--- src/hwcfg_consts.svh ---
// offsets, field positions, reset values and timing counts of the configuration bank
`ifndef HWCFG_CONSTS_SVH
`define HWCFG_CONSTS_SVH
// register offsets on the plain port
`define OFS_PIN_BUS 8'ha6
`define OFS_CLK_GAIN 8'ha8
`define OFS_GATE_DRV 8'hac
// reset values
`define RST_PIN_BUS 32'h0000_0000
`define RST_CLK_GAIN 32'h0000_0000
`define RST_GATE_DRV 32'h1022_8100
// pin_and_bus_setup fields
`define POS_SHARED_PIN_SEL 29
`define POS_SPEED_PIN_ROLE 28
`define POS_CRYSTAL_PIN_SEL 27
`define POS_MAX_SUPPLY_RANGE 0
// clock_and_gain_setup fields
`define POS_AUTO_CURRENT_GAIN 13
`define POS_AUTO_VOLTAGE_GAIN 12
`define POS_LOW_POWER_STATE 11
`define POS_SPEED_PWM_RANGE 10
`define POS_CLOCK_SOURCE 8
`define POS_REF_CLOCK_MODE 6
`define POS_REF_CLOCK_RATE 3
// gate_driver_setup fields
`define POS_CURRENT_AMP_GAIN 0
// gain re-evaluation period
`define CLK_PERIOD_NS 4
`define GAIN_EVAL_PERIOD_NS 1000000
`define GAIN_EVAL_CYCLES (`GAIN_EVAL_PERIOD_NS / `CLK_PERIOD_NS)
// accepted speed pwm spans, hz
`define SPEED_WIDE_MIN_HZ 100
`define SPEED_WIDE_MAX_HZ 100000
`define SPEED_LOW_MIN_HZ 10
`define SPEED_LOW_MAX_HZ 10000
`endif

--- src/hwcfg_pkg.sv ---
// types of the configuration bank
package hwcfg_pkg;
  typedef enum logic [1:0] {
    SHARED_MONITOR_B = 2'h0,
    SHARED_PHASE_A = 2'h1,
    SHARED_PHASE_B = 2'h2,
    SHARED_PHASE_C = 2'h3
  } shared_pin_sel_t;
  typedef enum logic [1:0] {
    CLK_INTERNAL = 2'h0,
    CLK_WATCHDOG_OSC = 2'h1,
    CLK_CRYSTAL = 2'h2,
    CLK_EXTERNAL = 2'h3
  } clock_source_t;
  // decoded settings that steer the rest of the device
  typedef struct packed {
    logic [1:0] max_supply_range;
    logic low_power_state_sel;
    logic speed_pwm_range_sel;
    clock_source_t clock_source;
    logic ref_clock_mode_enable;
    logic [2:0] ref_clock_rate_sel;
    logic [1:0] current_amp_gain;
    logic auto_current_gain_enable;
    logic auto_voltage_gain_enable;
    logic [31:0] speed_pwm_min_hz;
    logic [31:0] speed_pwm_max_hz;
  } hw_settings_t;
  // signals bound for the pins
  typedef struct packed {
    logic shared_pin;
    logic pin_36;
    logic pin_37;
  } pin_drive_t;
endpackage

--- src/hw_pin_clock_config_regs.sv ---
// hardware pin, clock and gain configuration register bank
`timescale 1ns/1ns
`include "hwcfg_consts.svh"
module hw_pin_clock_config_regs #(
  parameter int GAIN_EVAL_CYCLES = `GAIN_EVAL_CYCLES
) (
  // clock and reset
  input wire logic MCLK_IN,
  input wire logic RESETN_IN,
  // register port
  input wire logic [7:0] ADDR_IN,
  input wire logic [31:0] WDATA_IN,
  input wire logic WR_IN,
  input wire logic RD_IN,
  output logic [31:0] RDATA_OUT,
  // sources for the shared pins
  input wire logic MONITOR_A_IN,
  input wire logic MONITOR_B_IN,
  input wire logic PHASE_A_SENSE_IN,
  input wire logic PHASE_B_SENSE_IN,
  input wire logic PHASE_C_SENSE_IN,
  input wire logic CRYSTAL_DRIVE_IN,
  // speed pin and gain adjustment
  input wire logic SPEED_PIN_IN,
  input wire logic [1:0] AUTO_CURRENT_GAIN_IN,
  output logic SPEED_CMD_OUT,
  output logic WAKE_OUT,
  output logic CURRENT_GAIN_EVAL_OUT,
  output logic VOLTAGE_GAIN_EVAL_OUT,
  output logic [1:0] EFFECTIVE_CURRENT_GAIN_OUT,
  // pin drive and settings
  output hwcfg_pkg::pin_drive_t PINS_OUT,
  output logic CRYSTAL_ENABLE_OUT,
  output hwcfg_pkg::hw_settings_t SETTINGS_OUT
);
  import hwcfg_pkg::*;

  logic [31:0] pin_bus_reg;
  logic [31:0] clk_gain_reg;
  logic [31:0] gate_drv_reg;
  logic [1:0] speed_sync_reg;
  logic [$clog2(GAIN_EVAL_CYCLES)-1:0] tick_cnt_reg;
  logic tick;
  logic auto_cur;
  logic auto_volt;
  shared_pin_sel_t shared_sel;

  // static current amp gain field of the gate driver word
  function automatic logic [1:0] static_gain(input logic [31:0] word);
    return word[`POS_CURRENT_AMP_GAIN +: 2];
  endfunction

  ////////////////////////////////////////////////////////////////////////////
  // register port

  // writes store the whole word, reserved bits included
  always_ff @(posedge MCLK_IN or negedge RESETN_IN) begin
    if (!RESETN_IN) begin
      pin_bus_reg <= `RST_PIN_BUS;
      clk_gain_reg <= `RST_CLK_GAIN;
      gate_drv_reg <= `RST_GATE_DRV;
    end else if (WR_IN) begin
      case (ADDR_IN)
        `OFS_PIN_BUS: pin_bus_reg <= WDATA_IN;
        `OFS_CLK_GAIN: clk_gain_reg <= WDATA_IN;
        `OFS_GATE_DRV: gate_drv_reg <= WDATA_IN;
        default: ;
      endcase
    end
  end

  // read data one cycle after the strobe, zero on unmapped offsets
  always_ff @(posedge MCLK_IN or negedge RESETN_IN) begin
    if (!RESETN_IN) begin
      RDATA_OUT <= 32'h0000_0000;
    end else if (RD_IN) begin
      case (ADDR_IN)
        `OFS_PIN_BUS: RDATA_OUT <= pin_bus_reg; // reserved bits kept for rmw
        `OFS_CLK_GAIN: RDATA_OUT <= clk_gain_reg;
        `OFS_GATE_DRV: RDATA_OUT <= gate_drv_reg;
        default: RDATA_OUT <= 32'h0000_0000;
      endcase
    end else begin
      RDATA_OUT <= 32'h0000_0000;
    end
  end

  ////////////////////////////////////////////////////////////////////////////
  // field decode

  assign auto_cur = clk_gain_reg[`POS_AUTO_CURRENT_GAIN];
  assign auto_volt = clk_gain_reg[`POS_AUTO_VOLTAGE_GAIN];
  assign shared_sel = shared_pin_sel_t'(pin_bus_reg[`POS_SHARED_PIN_SEL +: 2]);

  // settings word, registered so it changes one cycle after the write
  always_ff @(posedge MCLK_IN or negedge RESETN_IN) begin
    if (!RESETN_IN) begin
      SETTINGS_OUT <= '0;
    end else begin
      SETTINGS_OUT.max_supply_range <= pin_bus_reg[`POS_MAX_SUPPLY_RANGE +: 2];
      SETTINGS_OUT.low_power_state_sel <= clk_gain_reg[`POS_LOW_POWER_STATE];
      SETTINGS_OUT.speed_pwm_range_sel <= clk_gain_reg[`POS_SPEED_PWM_RANGE];
      SETTINGS_OUT.clock_source <= clock_source_t'(clk_gain_reg[`POS_CLOCK_SOURCE +: 2]);
      SETTINGS_OUT.ref_clock_mode_enable <= clk_gain_reg[`POS_REF_CLOCK_MODE];
      SETTINGS_OUT.ref_clock_rate_sel <= clk_gain_reg[`POS_REF_CLOCK_RATE +: 3];
      SETTINGS_OUT.current_amp_gain <= static_gain(gate_drv_reg);
      SETTINGS_OUT.auto_current_gain_enable <= auto_cur;
      SETTINGS_OUT.auto_voltage_gain_enable <= auto_volt;
      // accepted pwm span
      if (clk_gain_reg[`POS_SPEED_PWM_RANGE]) begin
        SETTINGS_OUT.speed_pwm_min_hz <= 32'(`SPEED_LOW_MIN_HZ);
        SETTINGS_OUT.speed_pwm_max_hz <= 32'(`SPEED_LOW_MAX_HZ);
      end else begin
        SETTINGS_OUT.speed_pwm_min_hz <= 32'(`SPEED_WIDE_MIN_HZ);
        SETTINGS_OUT.speed_pwm_max_hz <= 32'(`SPEED_WIDE_MAX_HZ);
      end
    end
  end

  ////////////////////////////////////////////////////////////////////////////
  // pin routing

  // shared pin and crystal pin pair
  always_ff @(posedge MCLK_IN or negedge RESETN_IN) begin
    if (!RESETN_IN) begin
      PINS_OUT <= '0;
      CRYSTAL_ENABLE_OUT <= 1'b1;
    end else begin
      case (shared_sel)
        SHARED_MONITOR_B: PINS_OUT.shared_pin <= MONITOR_B_IN;
        SHARED_PHASE_A: PINS_OUT.shared_pin <= PHASE_A_SENSE_IN;
        SHARED_PHASE_B: PINS_OUT.shared_pin <= PHASE_B_SENSE_IN;
        SHARED_PHASE_C: PINS_OUT.shared_pin <= PHASE_C_SENSE_IN;
        default: PINS_OUT.shared_pin <= 1'b0;
      endcase
      if (pin_bus_reg[`POS_CRYSTAL_PIN_SEL]) begin
        PINS_OUT.pin_36 <= MONITOR_A_IN;
        PINS_OUT.pin_37 <= MONITOR_B_IN;
        CRYSTAL_ENABLE_OUT <= 1'b0;
      end else begin
        PINS_OUT.pin_36 <= 1'b0; // crystal input, not driven
        PINS_OUT.pin_37 <= CRYSTAL_DRIVE_IN;
        CRYSTAL_ENABLE_OUT <= 1'b1;
      end
    end
  end

  ////////////////////////////////////////////////////////////////////////////
  // speed pin

  // two-stage synchroniser for the pin
  always_ff @(posedge MCLK_IN or negedge RESETN_IN) begin
    if (!RESETN_IN) begin
      speed_sync_reg <= 2'h0;
    end else begin
      speed_sync_reg <= {speed_sync_reg[0], SPEED_PIN_IN};
    end
  end

  // role: speed command or wake only
  // the command keeps its last value while the pin only wakes,
  // so a change to the wake role never jolts the speed loop
  always_ff @(posedge MCLK_IN or negedge RESETN_IN) begin
    if (!RESETN_IN) begin
      SPEED_CMD_OUT <= 1'b0;
      WAKE_OUT <= 1'b0;
    end else if (pin_bus_reg[`POS_SPEED_PIN_ROLE]) begin
      WAKE_OUT <= speed_sync_reg[1]; // command held
    end else begin
      SPEED_CMD_OUT <= speed_sync_reg[1];
      WAKE_OUT <= 1'b0;
    end
  end

  ////////////////////////////////////////////////////////////////////////////
  // gain re-evaluation

  // millisecond tick, free running
  // one shared counter keeps both strobes in phase, and toggling
  // an enable never stretches or shortens the period
  always_ff @(posedge MCLK_IN or negedge RESETN_IN) begin
    if (!RESETN_IN) begin
      tick_cnt_reg <= '0;
    end else if (tick) begin
      tick_cnt_reg <= '0;
    end else begin
      tick_cnt_reg <= tick_cnt_reg + 1'b1;
    end
  end
  assign tick = (32'(tick_cnt_reg) == GAIN_EVAL_CYCLES - 1);

  // one-cycle evaluate strobes and the gain in force
  always_ff @(posedge MCLK_IN or negedge RESETN_IN) begin
    if (!RESETN_IN) begin
      CURRENT_GAIN_EVAL_OUT <= 1'b0;
      VOLTAGE_GAIN_EVAL_OUT <= 1'b0;
      EFFECTIVE_CURRENT_GAIN_OUT <= 2'h0;
    end else begin
      CURRENT_GAIN_EVAL_OUT <= tick & auto_cur;
      VOLTAGE_GAIN_EVAL_OUT <= tick & auto_volt;
      if (auto_cur) begin
        EFFECTIVE_CURRENT_GAIN_OUT <= AUTO_CURRENT_GAIN_IN;
      end else begin
        EFFECTIVE_CURRENT_GAIN_OUT <= static_gain(gate_drv_reg);
      end
    end
  end
endmodule

--- config.mk ---
export PLATFORM = sky130hd
export DESIGN_NAME = hw_pin_clock_config_regs
export DESIGN_NICKNAME = d
export VERILOG_FILES = /design/src/hwcfg_pkg.sv /design/src/hw_pin_clock_config_regs.sv
export VERILOG_INCLUDE_DIRS = /design/src
export SDC_FILE = /design/constraint.sdc
export NUM_CORES = 1
export LEC_CHECK = 0
export BUFFER_PORTS_ARGS = -buffer_cell sky130_fd_sc_hd__buf_2
export CAP_MARGIN = 10
export CORE_MARGIN = 3
export CORE_UTILIZATION = 48
export CTS_CLUSTER_DIAMETER = 30
export DETAILED_ROUTE_END_ITERATION = 12
export GPL_TIMING_DRIVEN = 0
export PLACE_DENSITY = 0.75
export SETUP_SLACK_MARGIN = 0.1
export SYNTH_ARGS = -nofsm -noshare
export SYNTH_HDL_FRONTEND = slang
export SYNTH_SLANG_ARGS = --single-unit
--- constraint.sdc ---
create_clock -name MCLK_IN -period 1.85 [get_ports MCLK_IN]
set_input_delay 0.0925 -clock MCLK_IN [delete_from_list [all_inputs] [get_ports MCLK_IN]]
set_output_delay 0.0925 -clock MCLK_IN [all_outputs]
set_load 0.02 [all_outputs]
# --- Word level (Yosys, flattened, before mapping) ---
# Cells that the tools add are included.
totals:
  word_cells: 49
  rom_bits: 0
  ram_bits: 0
  n_memories: 0
  register_bits: 236
  input_bits: 53
  latchBits: 0
  output_inout_bits: 120
classes:
  n_shift: 0
  add_sub_neg: 1
  eq_ne: 7
  reduce_logical: 4
  bitwise_logic: 2
  n_mul: 0
  n_div: 0
  n_lt_le_gt_ge: 0
  mux: 9
ops:
  columns: ["operator", "n"]
  rows:
  - ["$pmux 32 s3", 1]
  - ["$mux 39", 1]
  - ["$mux 32", 1]
  - ["$eq 8x8->1 const B", 3]
  - ["$add 18x1->18 const B", 1]
  - ["$eq 18x18->1 const B", 1]
  - ["$mux 18", 1]
  - ["$reduce_and 2->1", 3]
  - ["$eq 2x2->1 const B", 2]
  - ["$mux 2", 2]
  - ["$pmux 1 s4", 1]
  - ["$and 1x1->1", 2]
  - ["$eq 2x1->1 const B", 1]
  - ["$logic_not 2->1", 1]
  - ["$mux 1", 2]

# --- Logic depth before layout (Yosys ltp) ---
logic_depth:
  word_depth: 3
  depth_mapped: 6
  mapped_depth_nobuf: 5

# --- Worst setup path after synthesis ---
# OpenSTA, ideal clock, no wires.
synth_path:
  path_type: "register to register"
  start: "register tick_cnt_reg[6]"
  end: "register VOLTAGE_GAIN_EVAL_OUT"
  required_ns: 1.784
  n_path_buf: 1
  period_less_slack_ns: 1.866
  path_stages_with_launch: 6
  setup_slack_ns: -0.016
  arrival_ns: 1.800
  cell_sequence: "dfrtp_1 > or4b_1 > or3_1 > nor4_2 > buf_4 > and2_1"
synth_between:
  elab_chain_len: 2
synth_lines:
  columns: ["item", "line_no", "rtl"]
  rows:
  - ["start: declaration", "hw_pin_clock_config_regs.sv:42", "logic [$clog2(GAIN_EVAL_CYCLES)-1:0] tick_cnt_reg;"]
  - ["start signal: assignment", "hw_pin_clock_config_regs.sv:187", "tick_cnt_reg <= tick_cnt_reg + 1'b1;"]
  - ["$eq 18x18->1", "hw_pin_clock_config_regs.sv:190", "assign tick = (32'(tick_cnt_reg) == GAIN_EVAL_CYCLES - 1);"]
  - ["$and 1x1->1", "hw_pin_clock_config_regs.sv:200", "VOLTAGE_GAIN_EVAL_OUT <= tick & auto_volt;"]
  - ["end signal: assignment", "hw_pin_clock_config_regs.sv:200", null]
  - ["end: declaration", "hw_pin_clock_config_regs.sv:29", "output logic VOLTAGE_GAIN_EVAL_OUT,"]
# No other way between the ends.
# A chain may end at the register's enable or synchronous reset.

# --- Final worst setup path ---
# Same ends and word-level chain as after synthesis.

==> key figures <==
STA
  • Final setup margin: -0.08158 ns
  • Fin. max-slew vios: 0
  • Worst-Margin Slew: 0.7369 ns
  • Clk_skew: 0.006245 ns
  • Setup violators final: 12
  • Final min period: 1.932 ns
  • Fin crit share: 104.4%
  • Achievable Freq: 517.7 MHz
  • RSZ-0062 raised after global routing: true
  • Worst rel slew slack: 50.87%
  • Fin. Hold Viols: 0
  • Final hold slack: 0.1139 ns

Worst setup path
  • Worst endpoint data arrival time: 2.30 ns
  • Crit end category: register
  • CP Max Fanout: 5
  • Crit start category: register
  • Required time of the critical path: 2.22 ns
  • Crit Path Category: register to register

Power and ir drop
  • Leakage: 4.888 nW
  • Power Dens Cells: 861.3 mW/mm^2
  • VDD IR max: 525.4 uV

Clocking
  • TritonCTS Sinks: 174
  • CTS tree: yes
  • Root Buffer: clkbuf_16
  • CTS Buffer Depth: 2
  • Worst-Skew Late Latency: 0.43 ns
  • # H-tree levels: 4
  • Clock Pin Slew Worst Setup and Hold Paths: 0.06 ns
  • CTS Buf Count: 17

Min path
  • HP Class: input port to register

Final layout
  • Final instance area: 0.009450 mm^2
  • Layout filler cell count: 1112
  • Area grow syn2layout: 29.42%
  • Nets@finish: 832
  • Layout cells sized above 1: 47.41%
  • Reg area: 0.004363 mm^2
  • Area of the multi-input gates: 0.002566 mm^2

Place
  • Port Buffer Count: 121
  • Routability cong.: 0.7333
  • Detailed placer's ending HPWL: 10220 um
  • Placed cell areas: 0.008359 mm^2

Synth
  • Mapped cell area: 0.007302 mm^2
  • Syn Area/Cell: 13.50 um^2
  • Flops & latches, synth: 174
  • Ys Warns: 0
  • Synth unique cells: 38
  • Sequential share of the synthesized area: 59.73%
  • Post-Syn Instances: 541

Outcome
  • Failing checks: negative setup slack
  • Outcome: finished with violations

Die
  • Starting Density: 49.68%
  • DIE AREA: 0.01673 mm^2
  • Core footprint: 0.01470 mm^2
  • I/O Pins: 173
  • Die Span X: 129.3 um
  • Number of cell rows: 44
  • Die Span Y: 129.3 um

Global routing
  • GRT Util Overall: 19.17%
  • Gr ovfl total: 0
  • Number of global-route vias before repair: 4936
  • Antenna violations before repair: 1
  • Largest net degree at the start of global routing: 109
  • First-pass GRT wire length: 24850 um

Detailed routing
  • DRC: 0
  • First DRT Iteration DRCs: 244
  • Pre-antenna DRT Iters: 4
  • Average wire per standard cell: 15.86 um
  • Vias/cell: 4.905
  • Final ANT Viol Nets: 0
  • Post-Route WL: 15490 um
  • Vias: 4792

Run
  • Max-Cap Viols: 0
==> Yosys cell counts (all sizes together) <==
| cell | instances | area [um^2] |
|---|---|---|
| nor4 | 3 | 25.02 |
| conb | 2 | 7.510 |
| clkbuf | 17 | 63.81 |
| xnor2 | 7 | 61.31 |
| nor3 | 3 | 15.01 |
| nor2b | 1 | 6.260 |
| a22oi | 32 | 240.2 |
| buf | 71 | 510.5 |
| dfrtp | 168 | 4204 |
| mux2 | 131 | 1475 |
| or3 | 2 | 12.51 |
| dfstp | 6 | 157.7 |
| mux4 | 1 | 22.52 |
| and4 | 1 | 8.760 |
| o21ai | 1 | 5.000 |
| and2 | 4 | 25.02 |
| nor2 | 46 | 172.7 |
| and4b | 1 | 10.01 |
| xor2 | 7 | 61.31 |
| inv | 7 | 26.28 |
| nand3 | 6 | 30.03 |
| nand3b | 1 | 7.510 |
| nor3b | 1 | 7.510 |
| ha | 1 | 12.51 |
| and2b | 1 | 7.510 |
| nand2 | 5 | 18.77 |
| o31ai | 2 | 15.01 |
| or4 | 3 | 22.52 |
| nand4bb | 1 | 11.26 |
| a21oi | 2 | 10.01 |
| or4b | 1 | 10.01 |
| o211ai | 1 | 7.510 |
| nand4 | 4 | 25.02 |
| or2 | 1 | 6.260 |
==> per-stage QoR <==
stage	setup TNS [ns]	utilization, %	std cells	total power, W	worst slack, ns
2_1_floorplan	0	-	590	0.004456	0.02047
3_3_place_gp	-309.24	56.61	895	0.004659	-1.750
3_5_place_dp	-17.41	56.87	896	0.004699	-0.2319
4_1_cts	-0.3341	64.09	974	0.008219	-0.05111
5_1_grt	-1.853	64.27	976	0.008456	-0.1751
6_report	-0.7497	64.29	977	0.008139	-0.08158
==> power by group <==
group	internal (W)	switching, W	leakage, nW
Combinational	0.000338	0.000355	2.25
Clock	0.00190	0.00154	0.280
Sequential	0.00394	0.0000688	2.36
==> cell families after synthesis <==
logic type	synth area share [%]
flip-flops	59.73
multiplexers	20.51
buffers and inverters	8.225
AND/OR/NAND/NOR	5.775
AO/OA/AOI/OAI	3.804
XOR/XNOR	1.679
other	0.1028
adder cells (fa/ha/maj)	0.1713
==> critical path: stages, from the launching register on <==
cell and delay (ns):
dfrtp_1 0.40, or4b_4 0.55, or3_4 0.36, nor4_4 0.24, buf_6 0.19, and2_4 0.13
==> cell type report <==
type | count | share of cell area (%)
Clock inverter | 15 | 1.655
Timing Repair Buffer | 169 | 11.62
Antenna cell | 2 | 0.05296
Multi-Input combinational cell | 321 | 27.15
Buffer | 88 | 6.130
Tap cell | 184 | 2.436
Clock buffer | 17 | 4.502
Sequential cell | 174 | 46.17
Inverter | 7 | 0.2780
==> final timing paths <==
check,from,end,slack (ns),cells past startpoint
max reg2reg,tick_cnt_reg[6],VOLTAGE_GAIN_EVAL_OUT,-0.08,5
min reg2reg,speed_sync_reg[0],speed_sync_reg[1],0.38,0
max in group asynchronous,RESETN_IN,tick_cnt_reg[5],0.73,3
min in group asynchronous,RESETN_IN,gate_drv_reg[23],0.21,2
min,RD_IN,RDATA_OUT[0],0.11,3
max,tick_cnt_reg[6],VOLTAGE_GAIN_EVAL_OUT,-0.08,5
==> placed cells by master (no fill, tap or decap), drive strengths merged <==
cell	Yosys	final
nand4bb	1	1
and2b	1	1
a21oi	2	2
mux2	131	131
dfstp	6	6
conb	2	51
clkbuf	17	34
diode	0	2
o211ai	1	1
nand3	6	6
or4b	1	1
nor2	46	46
o31ai	2	2
or3	2	2
nand3b	1	1
or4	3	3
xnor2	7	7
dfrtp	168	168
mux4	1	1
inv	7	13
bufinv	0	1
clkinvlp	0	2
nand2	5	5
or2	1	1
o21ai	1	1
buf	71	199
nor2b	1	1
a22oi	32	32
nor3b	1	1
clkinv	0	6
nor4	3	3
nand4	4	4
dlygate4sd3	0	41
and4b	1	1
nor3	3	3
ha	1	1
xor2	7	7
and4	1	1
and2	4	4
==> what timing repair did <==
action / 4_1_cts / 5_1_grt
setup buffers: 4 / 1
resized for setup: 9 / 5
hold buffers: 41 / 0
endpoints found under the hold margin: 168 / 0
pin swaps: 3 / 1
cloned: 1 / 0
setup endpoints to repair: 13 / 43
==> metal layers <==
| metal | share of wire, % | wire length [um] | GRT usage, % |
|---|---|---|---|
| met2 | 53 | 8153 | 33.75 |
| met3 | 4.9 | 752 | 4.246 |
| met1 | 41 | 6355 | 23.10 |
| met4 | 1.5 | 229 | 7.165 |
| met5 | 0 | 0 | 0 |
(Power assumes the default switching activity.)
